## config.mk

```make
export PLATFORM = sky130hd
export DESIGN_NAME = bsfou_unit
export DESIGN_NICKNAME = d
export VERILOG_FILES = /design/src/logic/bsfou_pkg.sv /design/src/logic/bsfou_shifter.sv /design/src/logic/bsfou_flag_eval.sv /design/src/logic/bsfou_unit.sv
export SDC_FILE = /design/constraint.sdc
export NUM_CORES = 1
export LEC_CHECK = 0
export ABC_AREA = 1
export BUFFER_PORTS_ARGS = -buffer_cell sky130_fd_sc_hd__buf_2
export CORE_MARGIN = 1
export CORE_UTILIZATION = 36
export CTS_CLUSTER_SIZE = 40
export DETAILED_ROUTE_END_ITERATION = 8
export MAX_ROUTING_LAYER = met4
export PLACE_DENSITY = 0.57
export SKIP_LAST_GASP = 1
export SYNTH_ARGS = -nofsm -noshare
export SYNTH_HDL_FRONTEND = slang
export SYNTH_SLANG_ARGS = --single-unit
export TNS_END_PERCENT = 10
```

## constraint.sdc

```tcl
create_clock -name i_core_clk -period 2.12 [get_ports i_core_clk]
set_input_delay 0.106 -clock i_core_clk [delete_from_list [all_inputs] [get_ports i_core_clk]]
set_output_delay 0.106 -clock i_core_clk [all_outputs]
set_load 0.03 [all_outputs]
```

## src/logic/bsfou_pkg.sv

```systemverilog
// Shared constants and types of the bit, shift and flag operation unit.
package bsfou_pkg;

    // Width of a working register and of the status flag byte.
    localparam int unsigned DATA_W = 8;
    // Width of a bit index inside a byte.
    localparam int unsigned INDEX_W = 3;

    // Positions of the status flags inside the flag byte.
    localparam logic [2:0] FLAG_CARRY = 3'h0;
    localparam logic [2:0] FLAG_ZERO  = 3'h1;
    localparam logic [2:0] FLAG_NEG   = 3'h2;
    localparam logic [2:0] FLAG_OVF   = 3'h3;
    localparam logic [2:0] FLAG_SIGN  = 3'h4;
    localparam logic [2:0] FLAG_HALF  = 3'h5;
    localparam logic [2:0] FLAG_T     = 3'h6;
    localparam logic [2:0] FLAG_IRQ   = 3'h7;

    // Value of the flag byte after reset.
    localparam logic [7:0] FLAGS_RESET = 8'h00;
    // Value of the result register after reset.
    localparam logic [7:0] RESULT_RESET = 8'h00;
    // Sign bit and nibble boundaries of a byte.
    localparam int unsigned SIGN_BIT   = 7;
    localparam int unsigned NIBBLE_W   = 4;
    // Cycles from taking an operation to its result being visible.
    localparam int unsigned OP_LATENCY = 1;

    // Operations of this instruction group.
    typedef enum logic [4:0] {
        OP_IDLE,
        OP_CARRY_ROTATE_RIGHT,
        OP_SIGN_KEEP_SHIFT,
        OP_NIBBLE_SWAP,
        OP_STATUS_BIT_RAISE,
        OP_STATUS_BIT_LOWER,
        OP_T_FROM_REG_BIT,
        OP_REG_BIT_FROM_T,
        OP_CARRY_RAISE,
        OP_CARRY_LOWER,
        OP_NEG_RAISE,
        OP_NEG_LOWER,
        OP_ZERO_RAISE,
        OP_ZERO_LOWER,
        OP_IRQ_GLOBAL_ON,
        OP_IRQ_GLOBAL_OFF,
        OP_SIGN_RAISE,
        OP_SIGN_LOWER,
        OP_OVF_RAISE,
        OP_OVF_LOWER,
        OP_T_FLAG_RAISE,
        OP_T_FLAG_LOWER,
        OP_HALF_CARRY_RAISE,
        OP_HALF_CARRY_LOWER
    } bsfou_op_e;

    // Complete registered state of the unit.
    typedef struct packed {
        logic [7:0] flags;
        logic [7:0] result;
        logic       result_write;
    } bsfou_state_s;

    // State after reset.
    localparam bsfou_state_s STATE_RESET = '{
        flags:        FLAGS_RESET,
        result:       RESULT_RESET,
        result_write: 1'b0
    };

    // Flag position that a dedicated raise or lower operation acts on.
    function automatic logic [2:0] bsfou_flag_of(input bsfou_op_e op);
        case (op)
            OP_CARRY_RAISE, OP_CARRY_LOWER:           return FLAG_CARRY;
            OP_NEG_RAISE, OP_NEG_LOWER:               return FLAG_NEG;
            OP_ZERO_RAISE, OP_ZERO_LOWER:             return FLAG_ZERO;
            OP_IRQ_GLOBAL_ON, OP_IRQ_GLOBAL_OFF:      return FLAG_IRQ;
            OP_SIGN_RAISE, OP_SIGN_LOWER:             return FLAG_SIGN;
            OP_OVF_RAISE, OP_OVF_LOWER:               return FLAG_OVF;
            OP_T_FLAG_RAISE, OP_T_FLAG_LOWER:         return FLAG_T;
            OP_HALF_CARRY_RAISE, OP_HALF_CARRY_LOWER: return FLAG_HALF;
            default:                                  return FLAG_CARRY;
        endcase
    endfunction

endpackage

```

## src/logic/bsfou_shifter.sv

```systemverilog
`timescale 1ns/1ns
// Combinational byte shaper: rotate, sign keeping shift, swap and bit insert.
module bsfou_shifter (
    // Operation and operands.
    input  wire bsfou_pkg::bsfou_op_e     i_op,
    input  wire logic [7:0]               i_dest,
    input  wire logic [2:0]               i_bit_index,
    // Flags that feed the shaped byte.
    input  wire logic                     i_carry,
    input  wire logic                     i_t_flag,
    // Shaped byte and the bit that leaves it.
    output logic      [7:0]               o_result,
    output logic                          o_bit_out,
    output logic                          o_writes_dest
);
    import bsfou_pkg::*;

    // Byte moved one place toward bit 0, top bit still open.
    logic [7:0] moved;

    // Each lower bit takes its upper neighbour.
    for (genvar n = 0; n < SIGN_BIT; n++) begin : g_move
        assign moved[n] = i_dest[n+1];
    end
    assign moved[SIGN_BIT] = 1'b0;

    // Pick the byte that the operation leaves in the destination.
    always_comb begin
        o_result      = i_dest;
        o_bit_out     = i_dest[0];
        o_writes_dest = 1'b1;
        case (i_op)
            OP_CARRY_ROTATE_RIGHT: begin
                o_result           = moved;
                o_result[SIGN_BIT] = i_carry;
            end
            OP_SIGN_KEEP_SHIFT: begin
                o_result           = moved;
                o_result[SIGN_BIT] = i_dest[SIGN_BIT];
            end
            OP_NIBBLE_SWAP: begin
                o_result = {i_dest[NIBBLE_W-1:0], i_dest[7:NIBBLE_W]};
            end
            OP_REG_BIT_FROM_T: begin
                o_result[i_bit_index] = i_t_flag;
            end
            default: begin
                o_writes_dest = 1'b0;
            end
        endcase
    end

endmodule // bsfou_shifter

```

## src/logic/bsfou_flag_eval.sv

```systemverilog
`timescale 1ns/1ns
// Combinational flag evaluation for the shift results.
module bsfou_flag_eval (
    // Shaped byte and the carry it produced.
    input  wire logic [7:0] i_result,
    input  wire logic       i_carry,
    // Flags derived from the byte.
    output logic            o_zero,
    output logic            o_neg,
    output logic            o_ovf
);
    import bsfou_pkg::*;

    // Zero on an all-clear byte, negative from the top bit, overflow as
    // negative exclusive-or carry, the usual rule after a right shift.
    always_comb begin
        o_zero = (i_result == 8'h00);
        o_neg  = i_result[SIGN_BIT];
        o_ovf  = i_result[SIGN_BIT] ^ i_carry;
    end

endmodule // bsfou_flag_eval

```

## src/logic/bsfou_unit.sv

```systemverilog
`timescale 1ns/1ns
// What this block does
// - Rotate right through carry, old carry in.
// - Shift right copies bit n+1 to n.
// - Swap upper and lower nibbles at once.
// - Indexed raise or lower one status flag.
// - Register bit to T, T to bit.
// - Dedicated carry raise and lower.
// - Dedicated negative raise and lower.
// - Dedicated zero raise and lower.
// - Global interrupt enable on and off.
// - Dedicated signed test raise and lower.
// - Dedicated overflow raise and lower.
// - Dedicated transfer flag raise and lower.
// - Dedicated half-carry raise.
// - Rotate updates ZCNV; swap, load leave flags.
// - Every operation completes in one cycle.
// - Dedicated half-carry lower.
module bsfou_unit (
    // Clock and reset.
    input  wire logic                   i_core_clk,
    input  wire logic                   i_reset,
    // Operation request from the decoder.
    input  wire logic                   i_op_valid,
    input  wire bsfou_pkg::bsfou_op_e   i_op,
    input  wire logic [2:0]             i_bit_index,
    // Operands read from the register file.
    input  wire logic [7:0]             i_dest_value,
    input  wire logic [7:0]             i_source_value,
    // Write-back toward the register file.
    output logic      [7:0]             o_result,
    output logic                        o_result_write,
    // Status flags.
    output logic      [7:0]             o_status_flags,
    output logic                        o_irq_enable,
    output logic                        o_t_flag
);
    import bsfou_pkg::*;

    // Registered state and its next value.
    bsfou_state_s state;
    bsfou_state_s next_state;

    // Shaped destination byte from the shifter.
    logic [7:0] shaped;
    // Bit that leaves the byte at position 0.
    logic       bit_out;
    // High when the operation writes the destination back.
    logic       writes_dest;
    // Flags derived from the shaped byte.
    logic       eval_zero;
    logic       eval_neg;
    logic       eval_ovf;
    // Carry seen by the flag evaluator: the bit pushed out at position 0.
    logic       eval_carry;

    // Carry out of both right shifts is the old bit 0.
    assign eval_carry = bit_out;

    // Byte shaping is purely combinational so the answer lands in one edge.
    bsfou_shifter u_shifter (
        .i_op          (i_op),
        .i_dest        (i_dest_value),
        .i_bit_index   (i_bit_index),
        .i_carry       (state.flags[FLAG_CARRY]),
        .i_t_flag      (state.flags[FLAG_T]),
        .o_result      (shaped),
        .o_bit_out     (bit_out),
        .o_writes_dest (writes_dest)
    );

    // Flag evaluation of the shaped byte.
    bsfou_flag_eval u_flag_eval (
        .i_result (shaped),
        .i_carry  (eval_carry),
        .o_zero   (eval_zero),
        .o_neg    (eval_neg),
        .o_ovf    (eval_ovf)
    );

    // Next-state logic. Everything an operation changes is decided here and
    // taken at the next edge, so one request costs exactly one cycle and
    // back-to-back requests each see the flags left by the one before.
    always_comb begin
        next_state = state;
        // The write strobe is a one-cycle pulse; it drops unless renewed.
        next_state.result_write = 1'b0;
        if (i_op_valid) begin
            // Result register tracks the shaped byte of a writing op.
            if (writes_dest) begin
                next_state.result       = shaped;
                next_state.result_write = 1'b1;
            end
            case (i_op)
                // Rotate right: carry takes old bit 0, ZNV from the byte.
                OP_CARRY_ROTATE_RIGHT: begin
                    next_state.flags[FLAG_CARRY] = eval_carry;
                    next_state.flags[FLAG_ZERO]  = eval_zero;
                    next_state.flags[FLAG_NEG]   = eval_neg;
                    next_state.flags[FLAG_OVF]   = eval_ovf;
                end
                // Sign keeping shift: same flag treatment as the rotate.
                OP_SIGN_KEEP_SHIFT: begin
                    next_state.flags[FLAG_CARRY] = eval_carry;
                    next_state.flags[FLAG_ZERO]  = eval_zero;
                    next_state.flags[FLAG_NEG]   = eval_neg;
                    next_state.flags[FLAG_OVF]   = eval_ovf;
                end
                // Swap touches no flag at all.
                OP_NIBBLE_SWAP: begin
                    next_state.flags = state.flags;
                end
                // Indexed raise: the position is the flag byte order.
                OP_STATUS_BIT_RAISE: begin
                    next_state.flags[i_bit_index] = 1'b1;
                end
                // Indexed lower: other flags stay as they were.
                OP_STATUS_BIT_LOWER: begin
                    next_state.flags[i_bit_index] = 1'b0;
                end
                // Store: only the transfer flag changes.
                OP_T_FROM_REG_BIT: begin
                    next_state.flags[FLAG_T] = i_source_value[i_bit_index];
                end
                // Load: the byte is written back, flags left untouched.
                OP_REG_BIT_FROM_T: begin
                    next_state.flags = state.flags;
                end
                // Carry raise and lower.
                OP_CARRY_RAISE: begin
                    next_state.flags[bsfou_flag_of(i_op)] = 1'b1;
                end
                OP_CARRY_LOWER: begin
                    next_state.flags[bsfou_flag_of(i_op)] = 1'b0;
                end
                // Negative raise and lower.
                OP_NEG_RAISE: begin
                    next_state.flags[bsfou_flag_of(i_op)] = 1'b1;
                end
                OP_NEG_LOWER: begin
                    next_state.flags[bsfou_flag_of(i_op)] = 1'b0;
                end
                // Zero raise and lower.
                OP_ZERO_RAISE: begin
                    next_state.flags[bsfou_flag_of(i_op)] = 1'b1;
                end
                OP_ZERO_LOWER: begin
                    next_state.flags[bsfou_flag_of(i_op)] = 1'b0;
                end
                // Global interrupt enable on and off. The enable is seen by
                // the interrupt logic from the cycle after the edge.
                OP_IRQ_GLOBAL_ON: begin
                    next_state.flags[bsfou_flag_of(i_op)] = 1'b1;
                end
                OP_IRQ_GLOBAL_OFF: begin
                    next_state.flags[bsfou_flag_of(i_op)] = 1'b0;
                end
                // Signed test raise and lower.
                OP_SIGN_RAISE: begin
                    next_state.flags[bsfou_flag_of(i_op)] = 1'b1;
                end
                OP_SIGN_LOWER: begin
                    next_state.flags[bsfou_flag_of(i_op)] = 1'b0;
                end
                // Overflow raise and lower.
                OP_OVF_RAISE: begin
                    next_state.flags[bsfou_flag_of(i_op)] = 1'b1;
                end
                OP_OVF_LOWER: begin
                    next_state.flags[bsfou_flag_of(i_op)] = 1'b0;
                end
                // Transfer flag raise and lower.
                OP_T_FLAG_RAISE: begin
                    next_state.flags[bsfou_flag_of(i_op)] = 1'b1;
                end
                OP_T_FLAG_LOWER: begin
                    next_state.flags[bsfou_flag_of(i_op)] = 1'b0;
                end
                // Half-carry raise and lower.
                OP_HALF_CARRY_RAISE: begin
                    next_state.flags[bsfou_flag_of(i_op)] = 1'b1;
                end
                OP_HALF_CARRY_LOWER: begin
                    next_state.flags[bsfou_flag_of(i_op)] = 1'b0;
                end
                // Idle or unknown code: nothing changes.
                default: begin
                    next_state.flags = state.flags;
                end
            endcase
        end
    end

    // State register. Reset is synchronous so the unit only ever changes
    // on a core clock edge, matching the rest of the core pipeline.
    always_ff @(posedge i_core_clk) begin
        if (i_reset) begin
            state <= STATE_RESET;
        end else begin
            state <= next_state;
        end
    end

    // Outputs come straight from the state register.
    assign o_result       = state.result;
    assign o_result_write = state.result_write;
    assign o_status_flags = state.flags;
    assign o_irq_enable   = state.flags[FLAG_IRQ];
    assign o_t_flag       = state.flags[FLAG_T];

endmodule // bsfou_unit

```

==> results.ini <==
[pwr]
finalPower_uw=902
irDropWorstVdd_uv=237
power.density_mw_per_mm2=458
leakage_nw=1.03

[synthesis]
yosysSeqAreaShare_pct=19.9
async_flop_share_pct=0
synthTopCellsByArea=nand2_1, dfxtp_1, nor2_1, nand3_1, a21oi_1
yosys.area.top_type=nand2_1
synth_cell_type_count=28
synth-seq-cells=17
syn-cell-area_mm2=0.00171
avgSynthCellArea_um2=5.46
synth_edf_count=0
synth_top_area_share_pct=21.5
synthFlopType=dfxtp_1
ys_warn_count=0
synth_top_cells_by_count=nand2_1, nor2_1, inv_1
syn_inst=313
synth_most_common_cell=nand2_1
synth_fp_nets=342

[layout]
areaGrowthSynthToFinish_pct=15.1
drive_above_1_share_pct=20.2
nNetsFinal=381
antenna_cells=0
fillers=497

[setup_path]
cp-end-kind=register
cp_top_family=simple AND/OR/NAND/NOR gates
crit_type=register to register
r2r_cells=10
cp_max_fo=9
crit_slowest_cell=dfxtp_1
slowest_delay_ps=400
crit_chain=inv_1, nand4_1, nand3_1, nand2_1, nor2_1, nand2_1, nand2_1, nand3_1, nand2_1, a21oi_1
critPathBufInv=1
critPathLaunchType=register
cp.required_ps=2250
cp.arrival_ps=1680
path_depth=10
critPathMostFrequentCell=nand2_1

[die]
die_w_um=70.9
start_util_pct=38.2
io_pins=46
core_mm2=0.00447
num_rows=24
die_h_um=70.9
dieArea_mm2=0.00503

[clock_tree]
postCtsHoldBufs=0
root_buffer=clkbuf_8
post_cts_buffers=0
cts_tree=done
cts_buffers=3
cts_max_path_buffers=2
clk_latency_ps=260
clkSlewWorstSetupHoldPaths_ps=80
ctsResizeCount=0
cts_sinks=17
htreeDepth=1

[job]
max-cap-violations=0

[timing]
worst_pin_slew_ps=370
slew_viol_final=0
relSlewSlack_pct=75.3
period_share_pct=73.2
setup_viol=0
clock_skew_ps=11.8
rsz0062_at_grt=no
clock.fmax_ghz=0.645
fin_crit_ps=1550
setup_tns_ps=0
finalHoldViolations=0

[grt]
grt_pass1_vias=1919
antenna_found_initial=0
overflow=0
grt_first_pass_wirelength_mm=8.61
grt_usage_pct=21.7
grt_max_degree=16

[place]
io_buffers=45
place_congestion=0.952
dpl.hpwl_mm=3.95

[outcome]
status=complete, no violations

[drt]
first_pass_iters=6
initialDrtViolationCount=186
viasPerCell=5.15
wl_per_cell_um=12.4
postRouteAntennaNets=0
wl_mm=5.01
routed-via-count=2074
post-route-drc-count=0

[min_path]
hold-path-cell-count=2
holdCritPathClass=primary input to register

[cell families after synthesis]
family	Yosys count	share of synthesized area [%]
DFF	17	19.9
and+or+nand+nor	193	48.7
buffers and inverters	48	12.6
adders and majority gates	2	1.46
AOI/OAI and AO/OA	53	17.3
[placed cells by master, fill, tap and decap left out, drive strengths merged]
| master | n |
|---|---|
| nand3 | 28 |
| ha | 2 |
| o21ai | 20 |
| nor3 | 3 |
| dfxtp | 17 |
| nor2 | 50 |
| o211ai | 3 |
| a22oi | 1 |
| and3 | 1 |
| nand4 | 11 |
| a21oi | 25 |
| clkbuf | 4 |
| inv | 37 |
| buf | 45 |
| nand2 | 100 |
| a31oi | 2 |
| o22ai | 1 |
| o31ai | 1 |
[stage by stage]
stage / utilization [%] / setup WS [ps] / hold WS [ps] / area [um^2] / cells
detailed placement: 43.0 / 354 / 454 / 1920 / 399
global route: 44.0 / 350 / 240 / 1970 / 403
global placement: 43.0 / 408 / 446 / 1920 / 399
CTS: 44.0 / 562 / 214 / 1970 / 403
finish: 44.0 / 569 / 209 / 1970 / 403
floorplan: - / 673 / 175 / 1710 / 313
[flip-flops by register name (all words and copies together) (netlist names)]
register        flops
o_result            8
o_result_write      1
o_status_flags      8
[power breakdown]
part / total, mW / switching, mW / internal (mW) / leakage (nW)
Sequential: 0.341 / 0.00993 / 0.331 / 0.138
Clock: 0.257 / 0.124 / 0.134 / 0.0228
Combinational: 0.304 / 0.211 / 0.0930 / 0.866
Total: 0.902 / 0.344 / 0.558 / 1.03
[worst register-to-register path, cell delays in order, from the launching register on]
cell,delay (ps)
dfxtp_1,400
inv_1,210
nand4_1,100
nand3_1,90
nand2_1,60
nor2_1,140
nand2_1,130
nand2_1,80
nand3_1,80
nand2_1,70
a21oi_1,50
[layer usage]
layer / routed length (um) / track usage, %
met5: 0 / -
met4: 87 / 5.78
met3: 302 / 3.85
met2: 2160 / 33.0
met1: 2460 / 29.6
[path summary, 6_finish.rpt]
| path | slack, ps | to | startpoint |
|---|---|---|---|
| worst min register to register | 460 | o_status_flags[4]$_SDFFE_PP0P_ | o_status_flags[4]$_SDFFE_PP0P_ |
| worst min-delay path | 210 | o_result[0]$_SDFFE_PP0P_ | i_reset |
| worst max register to register | 570 | o_status_flags[3]$_SDFFE_PP0P_ | o_status_flags[6]$_SDFFE_PP0P_ |
| worst max-delay path | 570 | o_status_flags[3]$_SDFFE_PP0P_ | o_status_flags[6]$_SDFFE_PP0P_ |
[cell type report]
cell class / count / area, um^2 / share of cell area (%)
Inverter: 37 / 139 / 7.05
Timing Repair Buffer: 45 / 225 / 11.4
Sequential cell: 17 / 340 / 17.3
Clock buffer: 4 / 45.0 / 2.29
Tap cell: 52 / 65.1 / 3.30
Multi-Input combinational cell: 248 / 1150 / 58.6
Note: power is estimated with default switching activity, not from simulation.
